--- config.mk ---
export PLATFORM = sky130hd
export DESIGN_NAME = ifd_decoder
export DESIGN_NICKNAME = d
export VERILOG_FILES = /design/src/rtl/ifd_pkg.sv /design/src/rtl/ifd_fields_if.sv /design/src/rtl/ifd_decoder.sv /design/src/rtl/ifd_field_split.sv
export VERILOG_INCLUDE_DIRS = /design/src /design/src/rtl
export SDC_FILE = /design/constraint.sdc
export NUM_CORES = 1
export LEC_CHECK = 0
export BUFFER_PORTS_ARGS = -buffer_cell sky130_fd_sc_hd__buf_4
export CORE_MARGIN = 2
export CORE_UTILIZATION = 30
export DETAILED_ROUTE_END_ITERATION = 12
export PLACE_DENSITY = 0.64
export SLEW_MARGIN = 20
export SYNTH_ARGS = -nofsm -noshare
export SYNTH_HDL_FRONTEND = slang
export SYNTH_SLANG_ARGS = --single-unit
export TNS_END_PERCENT = 100
--- constraint.sdc ---
create_clock -name sys_clk_in -period 1.5 [get_ports sys_clk_in]
set_input_delay 0.3 -clock sys_clk_in [delete_from_list [all_inputs] [get_ports sys_clk_in]]
set_output_delay 0.3 -clock sys_clk_in [all_outputs]
set_load 0.01 [all_outputs]
--- src/rtl/ifd_params.svh ---
// Holds the field positions and fixed codes of the 16-bit instruction word.
// Assumes it is included by bare name from the decoder package and modules.
`ifndef IFD_PARAMS_SVH
`define IFD_PARAMS_SVH

// ********************************
// Field positions
// ********************************
`define IFD_OP6_HI 15
`define IFD_OP6_LO 10
`define IFD_DEST_BIT 9
`define IFD_BANK_BIT 8
`define IFD_FILE_HI 7
`define IFD_FILE_LO 0
`define IFD_BITPOS_HI 11
`define IFD_BITPOS_LO 9
`define IFD_OP8_HI 15
`define IFD_OP8_LO 8
`define IFD_TOP4_HI 15
`define IFD_TOP4_LO 12
`define IFD_ADDR12_HI 11
`define IFD_ADDR12_LO 0

// ********************************
// Fixed codes
// ********************************
`define IFD_CONT_MARK 4'hF
`define IFD_MOVE_OP_DEF 4'hC
`define IFD_CALL_OP_DEF 8'hEC
`define IFD_JUMP_OP_DEF 8'hEF
`define IFD_DEST_WORKING 1'h0
`define IFD_BANK_ACCESS 1'h0

`endif

--- src/rtl/ifd_pkg.sv ---
// Holds the types shared by the instruction field decoder modules.
// Assumes nothing beyond the parameter header.
`include "ifd_params.svh"

package ifd_pkg;

  typedef logic [15:0] ifd_word_t;

  typedef enum logic [1:0] {
    IFD_IDLE,
    IFD_WAIT_MOVE,
    IFD_WAIT_LONG
  } ifd_phase_e;

endpackage : ifd_pkg

--- src/rtl/ifd_fields_if.sv ---
// Carries one instruction word and its extracted field views.
// Assumes the splitter drives the fields and the decoder only reads them.
interface ifd_fields_if;
  ifd_pkg::ifd_word_t word;
  logic [5:0] op6;
  logic dest;
  logic bank;
  logic [7:0] file8;
  logic [2:0] bitpos;
  logic [7:0] op8;
  logic [7:0] lit8;
  logic [3:0] top4;
  logic [11:0] addr12;

  modport split (input word, output op6, dest, bank, file8, bitpos, op8, lit8, top4, addr12);
  modport user (output word, input op6, dest, bank, file8, bitpos, op8, lit8, top4, addr12);
endinterface : ifd_fields_if

--- src/rtl/ifd_decoder.sv ---
// Holds the instruction field decoder: single-word views and two-word pairing.
// Assumes program memory presents one word per cycle with a valid strobe.
`include "ifd_params.svh"

module ifd_decoder #(
  parameter logic [3:0] MOVE_OP = `IFD_MOVE_OP_DEF,
  parameter logic [7:0] CALL_OP = `IFD_CALL_OP_DEF,
  parameter logic [7:0] JUMP_OP = `IFD_JUMP_OP_DEF
) (
  input wire logic sys_clk_in,
  input wire logic nrst_in,
  input wire logic word_valid_in,
  input wire logic [15:0] word_in,
  output logic dec_valid_out,
  output logic [5:0] opcode_out,
  output logic working_dest_out,
  output logic file_dest_out,
  output logic access_bank_out,
  output logic bank_from_select_out,
  output logic [7:0] file_addr_out,
  output logic [2:0] bit_pos_out,
  output logic [7:0] lit_opcode_out,
  output logic [7:0] literal_out,
  output logic move_done_out,
  output logic [11:0] move_src_out,
  output logic [11:0] move_dst_out,
  output logic long_done_out,
  output logic [7:0] long_op_out,
  output logic [19:0] target_out,
  output logic nop_out,
  output logic orphan_out
);

  // ********************************
  // State
  // ********************************
  typedef struct packed {
    ifd_pkg::ifd_phase_e phase;
    logic dec_valid;
    logic [5:0] opcode;
    logic working_dest;
    logic access_bank;
    logic [7:0] file_addr;
    logic [2:0] bit_pos;
    logic [7:0] lit_opcode;
    logic [7:0] literal;
    logic move_done;
    logic [11:0] move_src;
    logic [11:0] move_dst;
    logic long_done;
    logic [7:0] long_op;
    logic [19:0] target;
    logic nop;
    logic orphan;
  } ifd_state_s;

  ifd_state_s st_q;
  ifd_state_s st_d;
  ifd_fields_if f ();

  assign f.word = word_in;

  ifd_field_split u_split (
    .f(f)
  );

  // A continuation word is recognised only by its upper four bits.
  function automatic logic ifd_is_cont(input logic [3:0] top4);
    ifd_is_cont = (top4 == `IFD_CONT_MARK);
  endfunction : ifd_is_cont

  // ********************************
  // Next state
  // ********************************
  logic waiting;
  logic cont;
  logic fresh;

  always_comb
  begin
    st_d = st_q;
    st_d.dec_valid = 1'b0;
    st_d.move_done = 1'b0;
    st_d.long_done = 1'b0;
    st_d.nop = 1'b0;
    st_d.orphan = 1'b0;
    waiting = (st_q.phase != ifd_pkg::IFD_IDLE);
    cont = ifd_is_cont(f.top4);
    fresh = word_valid_in && !(waiting && cont);
    if (word_valid_in && waiting)
    begin
      if (cont)
      begin
        st_d.phase = ifd_pkg::IFD_IDLE;
        unique case (st_q.phase)
          ifd_pkg::IFD_WAIT_MOVE:
          begin
            st_d.move_dst = f.addr12;
            st_d.move_done = 1'b1;
          end
          ifd_pkg::IFD_WAIT_LONG:
          begin
            st_d.target = {f.addr12, st_q.target[`IFD_FILE_HI:`IFD_FILE_LO]};
            st_d.long_done = 1'b1;
          end
          default:
          begin
            st_d.phase = ifd_pkg::IFD_IDLE;
          end
        endcase
      end
      else
      begin
        // A broken pair is reported and the new word decodes afresh.
        st_d.orphan = 1'b1;
        st_d.phase = ifd_pkg::IFD_IDLE;
      end
    end
    if (fresh)
    begin
      if (cont)
      begin
        st_d.nop = 1'b1;
      end
      else if (f.top4 == MOVE_OP)
      begin
        st_d.move_src = f.addr12;
        st_d.phase = ifd_pkg::IFD_WAIT_MOVE;
      end
      else if ((f.op8 == CALL_OP) || (f.op8 == JUMP_OP))
      begin
        st_d.long_op = f.op8;
        st_d.target = {12'h000, f.lit8};
        st_d.phase = ifd_pkg::IFD_WAIT_LONG;
      end
      else
      begin
        // All single-word views are offered; the pipeline picks by opcode.
        st_d.dec_valid = 1'b1;
        st_d.opcode = f.op6;
        st_d.working_dest = (f.dest == `IFD_DEST_WORKING);
        st_d.access_bank = (f.bank == `IFD_BANK_ACCESS);
        st_d.file_addr = f.file8;
        st_d.bit_pos = f.bitpos;
        st_d.lit_opcode = f.op8;
        st_d.literal = f.lit8;
      end
    end
  end

  always_ff @(posedge sys_clk_in or negedge nrst_in)
  begin
    if (!nrst_in)
    begin
      st_q <= '0;
    end
    else
    begin
      st_q <= st_d;
    end
  end

  // ********************************
  // Outputs
  // ********************************
  assign dec_valid_out = st_q.dec_valid;
  assign opcode_out = st_q.opcode;
  assign working_dest_out = st_q.working_dest;
  assign file_dest_out = st_q.dec_valid ? !st_q.working_dest : 1'b0;
  assign access_bank_out = st_q.access_bank;
  assign bank_from_select_out = st_q.dec_valid ? !st_q.access_bank : 1'b0;
  assign file_addr_out = st_q.file_addr;
  assign bit_pos_out = st_q.bit_pos;
  assign lit_opcode_out = st_q.lit_opcode;
  assign literal_out = st_q.literal;
  assign move_done_out = st_q.move_done;
  assign move_src_out = st_q.move_src;
  assign move_dst_out = st_q.move_dst;
  assign long_done_out = st_q.long_done;
  assign long_op_out = st_q.long_op;
  assign target_out = st_q.target;
  assign nop_out = st_q.nop;
  assign orphan_out = st_q.orphan;
endmodule : ifd_decoder

--- src/rtl/ifd_field_split.sv ---
// Holds the combinational splitter that cuts a word into every field view.
// Assumes the caller picks the view that matches the instruction class.
`include "ifd_params.svh"

module ifd_field_split (
  ifd_fields_if.split f
);

  // ********************************
  // Field views
  // ********************************
  assign f.op6 = f.word[`IFD_OP6_HI:`IFD_OP6_LO];
  assign f.dest = f.word[`IFD_DEST_BIT];
  assign f.bank = f.word[`IFD_BANK_BIT];
  assign f.file8 = f.word[`IFD_FILE_HI:`IFD_FILE_LO];
  assign f.bitpos = f.word[`IFD_BITPOS_HI:`IFD_BITPOS_LO];
  assign f.op8 = f.word[`IFD_OP8_HI:`IFD_OP8_LO];
  assign f.lit8 = f.word[`IFD_FILE_HI:`IFD_FILE_LO];
  assign f.top4 = f.word[`IFD_TOP4_HI:`IFD_TOP4_LO];
  assign f.addr12 = f.word[`IFD_ADDR12_HI:`IFD_ADDR12_LO];

endmodule : ifd_field_split

Yosys cells after proc, flatten, opt, wreduce, memory -nomap -nowiden --
Cells that the tools add are included.
Storage, ports and cells: bits in registers 86, input port bits 19, output and inout bits 94, word-level logic and storage cells 64
Cells by class: eq/ne operators 6, multiplexer cells 25, bitwise operators 5, reduce and logical (&&, ||, !) cells 12
Operators by type and width (number):
- $mux W20 | 6
- $mux W38 | 2
- $mux W36 | 2
- $mux W21 | 1
- $eq A8 B8 Y1 const B | 2
- $mux W1 | 11
- $eq A4 B4 Y1 const B | 2
- $reduce_and A4 Y1 | 2
- $mux W2 | 3
- $reduce_and A3 Y1 | 2
- $not A1 Y1 | 5
- $logic_and A1 B1 Y1 | 3
- $logic_not A1 Y1 | 3
- $eq A2 B1 Y1 const B | 1
- $eq A2 B2 Y1 const B | 1
- $reduce_bool A2 Y1 | 1
- $logic_or A1 B1 Y1 | 1

Logic depth before layout (Yosys ltp) --
Gate-level depths: netlist of run 1.
depth after elaboration 8, depth in mapped cells 7, mapped depth without buffers 4

Modules after synthesis --
A second synthesis of run 1 with hierarchy kept.
Second synthesis, totals: cell total of the unflattened synthesis 377, area total of the unflattened synthesis 4600.7 sq um
Modules (own cells, without submodules):
- ifd_decoder | instances 1, cells an instance 326, area an instance 4217.8 sq um, seq. area each 2352.3 sq um
- ifd_field_split | instances 1, cells an instance 51, area an instance 382.9 sq um, seq. area each 0.0 sq um

Worst setup path before layout of run 1 --
Ideal clock, no wire load.
path type input-to-reg, start input word_in[9], end register st_q, in the netlist target_out[0], library setup time 125 ps, arrival 1563 ps, required time 1375 ps, slack -188 ps, cell stages on the path 6, buffers on the path 2, path through clkbuf_2 > xor2_1 > nor3_4 > nor2b_1 > buf_4 > mux2_2
Between the ends: word-level cells in the longest chain between the ends 6, elaborated cells on any way between the ends 7
RTL lines:
- start: declaration | line ifd_decoder.sv:13 | input wire logic [15:0] word_in,
- $eq A8 B8 Y1 | line ifd_decoder.sv:130 | else if ((f.op8 == CALL_OP) || (f.op8 == JUMP_OP))
- $logic_or A1 B1 Y1 * | line ifd_decoder.sv:130
- $mux W20 * | line ifd_decoder.sv:130
- $mux W20 * | line ifd_decoder.sv:125 | else if (f.top4 == MOVE_OP)
- $mux W20 * | line ifd_decoder.sv:121 | if (cont)
- $mux W21 * | line ifd_decoder.sv:119 | if (fresh)
- end signal: assignment | line ifd_decoder.sv:159 | st_q <= st_d;
- end: declaration | line ifd_decoder.sv:57 | ifd_state_s st_q;
Every way passes the cells marked *; elsewhere a longest branch is shown, timed or not. A chain may end at the register's enable or synchronous reset.

Final worst setup path of run 1 --
start register st_q[92] (netlist name), end register st_q, in the netlist move_dst_out[7]
Between the ends: word-level cells in the longest chain between the ends 3, elaborated cells on any way between the ends 4
RTL lines:
- $reduce_bool A2 Y1 | line ifd_decoder.sv:87 | waiting = (st_q.phase != ifd_pkg::IFD_IDLE);
- $logic_and A1 B1 Y1 | line ifd_decoder.sv:90 | if (word_valid_in && waiting)
- $reduce_and A3 Y1 (no source line) *
Marked as above.

==> results.sh, run 1 <==
export IMPL_insertion_delay_ns=0.33
export IMPL_power_switching_uw=1313
export IMPL_slew_viol_final=0
export IMPL_cts_inserted_buffers=9
export IMPL_cts_path_max_buffers=2
export IMPL_p_int_uw=4027
export IMPL_synth_compound_area_frac=0.01435
export IMPL_ios=113
export IMPL_combPwrFrac=0.187
export IMPL_initial_core_util=0.3061
export IMPL_synth_top_family_by_area="buffers and inverters"
export IMPL_crit_required_ns=1.71
export IMPL_skew_ns=0.007041
export IMPL_rsz0062_at_grt="no"
export IMPL_p_per_area_nw_per_um2=1185
export IMPL_max_slew_margin=0.7296
export IMPL_setup_viol=0
export IMPL_crit_fanout=13
export IMPL_place_hpwl_um=5248
export IMPL_ant_nets=0
export IMPL_mostFrequentLayoutCells="buf_4, dfrtp_1, mux2_2"
export IMPL_grt_max_degree=78
export IMPL_finalCritPeriodShare=0.9705
export IMPL_areaGrowthSynthToFinish_pct=23.07
export IMPL_max_cap_viol_count=0
export IMPL_setup_worst_path_start_class="register"
export IMPL_p_leak_uw=0.002290
export IMPL_ys_types=29
export IMPL_overflow=0
export IMPL_die_area_um2=13100
export IMPL_p_sw_frac=0.2459
export IMPL_coreArea_um2=11960
export IMPL_cts_sinks=77
export IMPL_clkTransAtPathRegs_ns=0.06
export IMPL_antenna_found_initial=0
export IMPL_vias=2036
export IMPL_path_cells="inv_1, or3_1, buf_12, mux2_4"
export IMPL_crit_arrival_ns=1.67
export IMPL_synth_xor_area_share=0.004785
export IMPL_yosys_register_bits=77
export IMPL_grt_util_met3=0.03176
export IMPL_worst_pin_slew_ns=0.4055
export IMPL_holdWs_ns=0.2146
export IMPL_period_minus_slack_ns=1.456
export IMPL_cp_buffers_inverters=2
export IMPL_setup_worst_path_end_class="register"
export IMPL_synth_area_um2=3661
export IMPL_busiest_layer="met2"
export IMPL_drive_gt1_frac=0.6168
export IMPL_async_reset_ff_frac=1.000
export IMPL_min_path_type="in2reg"
export IMPL_path_delay_family="flip-flops"
export IMPL_synth_simple_area_share=0.05537
export IMPL_synth_adder_area_share=0
export IMPL_avgViaCountPerCell=4.233
export IMPL_seq_area_frac_synth=0.5263
export IMPL_power_frac_seq=0.454
export IMPL_wl_per_cell_um=15.54
export IMPL_die_h_um=114.5
export IMPL_hold_viol=0
export IMPL_outcome="finished, final reports clean"
export IMPL_synthCells=281
export IMPL_synth_nets=300
export IMPL_drc_errors=0
export IMPL_ys_warnings_count=0
export IMPL_cts_tree="done"
export IMPL_port_buffers=112
export IMPL_synth_edf_count=0
export IMPL_syn_avg_cell_area_um2=13.03
export IMPL_vdd_drop_max_v=0.0004069
export IMPL_synthMuxAreaShare=0.1958
export IMPL_htree_levels=3
export IMPL_crit_type="reg2reg"
export IMPL_wl_um=7474
export IMPL_synthFlopType="dfrtp_1"
export IMPL_n_antenna_cell=0
export IMPL_drtPass1Iterations=4
export IMPL_rows=40
export IMPL_met2_usage=0.1830
export IMPL_die_w_um=114.5
export IMPL_fmax_mhz=686.9
export IMPL_met1_usage=0.1487
export IMPL_drt_initial_drc_count=70
export IMPL_track_usage=0.1165
export IMPL_crit_slowest_cell="dfrtp_2"
export IMPL_gp_congestion=0.7026
export IMPL_fin_util=0.3767
export IMPL_pwr_share_clk=0.359
export IMPL_layout_cells_most_common="buf_4"
export IMPL_final_nets=349
export IMPL_max_stage_delay_ns=0.40
export IMPL_grt_pass1_vias=1997
export IMPL_root_buffer="clkbuf_16"
export IMPL_grt_pass1_wl_um=11210
-- area by class of cell --
type	instances	area (um^2)
repair buffers	133	1076
inverters	3	11.26
well taps	147	183.9
clock buffers	13	250.2
fillers	1154	7456
clock inverters	2	10.01
multi-input cells	106	1046
flip-flops and latches	77	1928
-- cells by family after synthesis --
group                     after synthesis
AOI/OAI and AO/OA                       9
muxes                                  62
buffers and inverters                  98
xor gates and xnor gates                2
and+or+nand+nor                        33
DFF                                    77
-- Yosys cell counts, types with 2 or more instances --
library cell / count / share of area
buf_2: 2 / 0.0027
buf_4: 87 / 0.18
buf_6: 4 / 0.012
dfrtp_1: 77 / 0.53
inv_1: 3 / 0.0031
mux2_2: 41 / 0.13
mux2_4: 9 / 0.037
mux2i_1: 12 / 0.033
nand2_1: 2 / 0.0021
nand3_1: 2 / 0.0027
nor2_1: 12 / 0.012
nor2b_1: 4 / 0.0068
o21ai_0: 4 / 0.0055
o31ai_1: 2 / 0.0041
or2_2: 5 / 0.0085
xor2_1: 2 / 0.0048
-- sequential cells by signal, indices dropped and copies added (netlist names) --
| name | cells |
|---|---|
| working_dest_out | 1 |
| literal_out | 8 |
| opcode_out | 6 |
| st_q | 2 |
| dec_valid_out | 1 |
| target_out | 20 |
| orphan_out | 1 |
| move_dst_out | 12 |
| bit_pos_out | 1 |
| nop_out | 1 |
| lit_opcode_out | 1 |
| long_done_out | 1 |
| move_done_out | 1 |
| access_bank_out | 1 |
| long_op_out | 8 |
| move_src_out | 12 |
-- metrics by stage --
stage	area (um^2)	setup TNS, ns	worst slack (ns)	instances	power (uW)
3_5_place_dp	4234	-7.873	-0.2003	465	3481
3_3_place_gp	4234	-6.909	-0.1551	465	3452
2_1_floorplan	3745	-1.207	-0.08704	281	3201
4_1_cts	4504	0	0.00008504	481	5443
5_1_grt	4506	0	0.001017	481	5613
6_report	4506	0	0.04428	481	5340
-- final timing paths --
check                      depth (start not counted)            from  slack, ns              end
setup / recovery                                   4        st_q[92]       0.04  move_dst_out[7]
hold / removal                                     2     word_in[12]       0.21       orphan_out
setup reg to reg                                   4        st_q[92]       0.04  move_dst_out[7]
hold reg to reg                                    1  long_op_out[5]       0.47   long_op_out[5]
max in group asynchronous                          3         nrst_in       0.62         st_q[92]
min in group asynchronous                          3         nrst_in       0.55  move_dst_out[3]
-- power by group through the flow --
stage	sequential (uW)	combinational, uW	clock (uW)
2_1_floorplan	2420	780	0
3_3_place_gp	2450	999	0
3_5_place_dp	2470	1020	0
4_1_cts	2430	1020	1990
5_1_grt	2460	1070	2080
6_report	2430	997	1920
-- per-layer routing --
| metal | up-vias | wire, um |
|---|---|---|
| met3 | 11 | 376 |
| met2 | 70 | 3619 |
| met4 | 0 | 141 |
| li1 | 944 | - |
| met5 | - | 0 |
| met1 | 1011 | 3337 |
-- repair_timing --
action,CTS,global route
endpoints found under the hold margin,9,0
hold buffers,1,0
gates resized for setup,0,1
buffers inserted,0,0
setup endpoints to repair,0,12
Note: power is estimated with default switching activity, not from simulation.
==> run 2, diff against run 1 <==
- CORE_UTILIZATION: 30 -> 46
- PLACE_DENSITY: 0.64 -> 0.87
==> run 2 against run 1 <==
Hold slack better by 0.014 ns. Power down 11%. Worst setup slack improved by 0.019 ns. Critical endpoint is now move_dst_out[4]. Largest cell class unchanged.
==> results.sh, run 2 (synthesis gave the netlist of run 1 again) <==
export IMPL_grt_max_degree=32
export IMPL_insertion_delay_ns=0.33
export IMPL_gp_congestion=0.6959
export IMPL_final_area_um2=4373
export IMPL_met2_usage=0.2705
export IMPL_slew_viol_final=0
export IMPL_cts_path_max_buffers=2
export IMPL_crit_slowest_cell="or3_1"
export IMPL_drt_initial_drc_count=66
export IMPL_areaGrowthSynthToFinish_pct=19.45
export IMPL_fmax_mhz=696.1
export IMPL_p_leak_uw=0.002253
export IMPL_post_dp_cell_area_um2=4193
export IMPL_vias=2030
export IMPL_period_minus_slack_ns=1.437
export IMPL_path_cells="or3_1, buf_12, mux2_4"
export IMPL_setup_worst_path_start_class="register"
export IMPL_max_cap_viol_count=0
export IMPL_largest_reg_flops=20
export IMPL_crit_type="reg2reg"
export IMPL_drc_errors=0
export IMPL_die_w_um=93.21
export IMPL_final_nets=351
export IMPL_grt_pass1_vias=2064
export IMPL_worst_pin_slew_ns=0.4042
export IMPL_met1_usage=0.2090
export IMPL_ant_nets=0
export IMPL_cts_inserted_buffers=9
export IMPL_grt_pass1_wl_um=10690
export IMPL_drtPass1Iterations=4
export IMPL_min_path_type="in2reg"
export IMPL_cts_tree="done"
export IMPL_rows=32
export IMPL_port_buffers=112
export IMPL_layout_cells_most_common="buf_4"
export IMPL_crit_fanout=13
export IMPL_initial_core_util=0.4738
export IMPL_drive_gt1_frac=0.6261
export IMPL_max_slew_margin=0.7306
export IMPL_avgViaCountPerCell=4.624
export IMPL_die_h_um=93.21
export IMPL_ios=113
export IMPL_grt_util_met3=0.04674
export IMPL_mostFrequentLayoutCells="buf_4, dfrtp_1, mux2_2"
export IMPL_root_buffer="clkbuf_8"
export IMPL_setup_worst_path_end_class="register"
export IMPL_final_setup_tns_ns=0
export IMPL_crit_arrival_ns=1.65
export IMPL_die_area_um2=8688
export IMPL_place_hpwl_um=5002
export IMPL_p_per_area_nw_per_um2=1084
export IMPL_coreArea_um2=7727
export IMPL_finalCritPeriodShare=0.9577
export IMPL_overflow=0
export IMPL_max_stage_delay_ns=0.43
export IMPL_rsz0062_at_grt="no"
export IMPL_hold_viol=0
export IMPL_crit_required_ns=1.72
export IMPL_wl_per_cell_um=15.28
export IMPL_busiest_layer="met2"
export IMPL_n_antenna_cell=0
export IMPL_outcome="finished, final reports clean"
export IMPL_htree_levels=3
export IMPL_antenna_found_initial=0
export IMPL_track_usage=0.1618
export IMPL_skew_ns=0.006739
export IMPL_cts_sinks=77
export IMPL_setup_viol=0
export IMPL_clkTransAtPathRegs_ns=0.07
export IMPL_vdd_drop_max_v=0.0008528
export IMPL_wl_um=6710
export IMPL_postCtsSetupBuffers=0
run 2: metal layers:
layer  part of all wire  routed length, um
met1               0.43               2897
met2               0.50               3375
met3              0.056                376
met4             0.0091                 61
met5                  0                  0
run 2: repair_timing:
| action | in CTS | in global routing |
|---|---|---|
| endpoints found under the hold margin | 28 | 0 |
| hold buffers | 1 | 0 |
| resized for setup | 0 | 1 |
| setup endpoints to repair | 0 | 2 |
run 2: layout make-up:
type | count | area [um^2]
Multi-Input combinational cell | 106 | 1046
Clock buffer | 9 | 123.9
Clock inverter | 7 | 42.54
Tap cell | 102 | 127.6
Inverter | 3 | 11.26
Timing Repair Buffer | 135 | 1095
Fill cell | 642 | 3354
Sequential cell | 77 | 1927
run 2: path summary, 6_finish.rpt:
kind | from | endpoint | slack (ns) | cells past startpoint
worst max-delay path | st_q[93] | move_dst_out[4] | 0.06 | 3
min in group asynchronous | nrst_in | target_out[5] | 0.44 | 2
worst max register to register | st_q[93] | move_dst_out[4] | 0.06 | 3
worst min-delay path | word_in[14] | opcode_out[4] | 0.23 | 2
worst min register to register | long_op_out[5] | long_op_out[5] | 0.47 | 1
max in group asynchronous | nrst_in | literal_out[5] | 0.53 | 3
run 2: stage by stage:
stage          worst slack [ns]  power (uW)  cells  utilization  hold slack (ns)
3_3_place_gp            -0.1342        3441    422       0.5426           0.2565
3_5_place_dp            -0.1604        3477    422       0.5426           0.2574
2_1_floorplan          -0.08704        3201    281            -         0.004409
4_1_cts                 0.05091        4808    439       0.5654           0.2071
6_report                0.06343        4740    439       0.5659           0.2282
5_1_grt                0.002316        5000    439       0.5659           0.2097
run 2: critical path: cells and delay by family, from the launching register on:
family / cells / cell delay [ns]
mux: 1 / 0.29
flops: 1 / 0.42
buf+inv: 1 / 0.18
simple gates: 1 / 0.43
run 2: power by group:
group | switching, uW | leakage [uW] | total [uW] | internal, uW
clock network | 731 | 0.0000808 | 1320 | 588
registers | 133 | 0.00100 | 2420 | 2290
logic | 411 | 0.00117 | 1000 | 591
total | 1280 | 0.00225 | 4740 | 3460
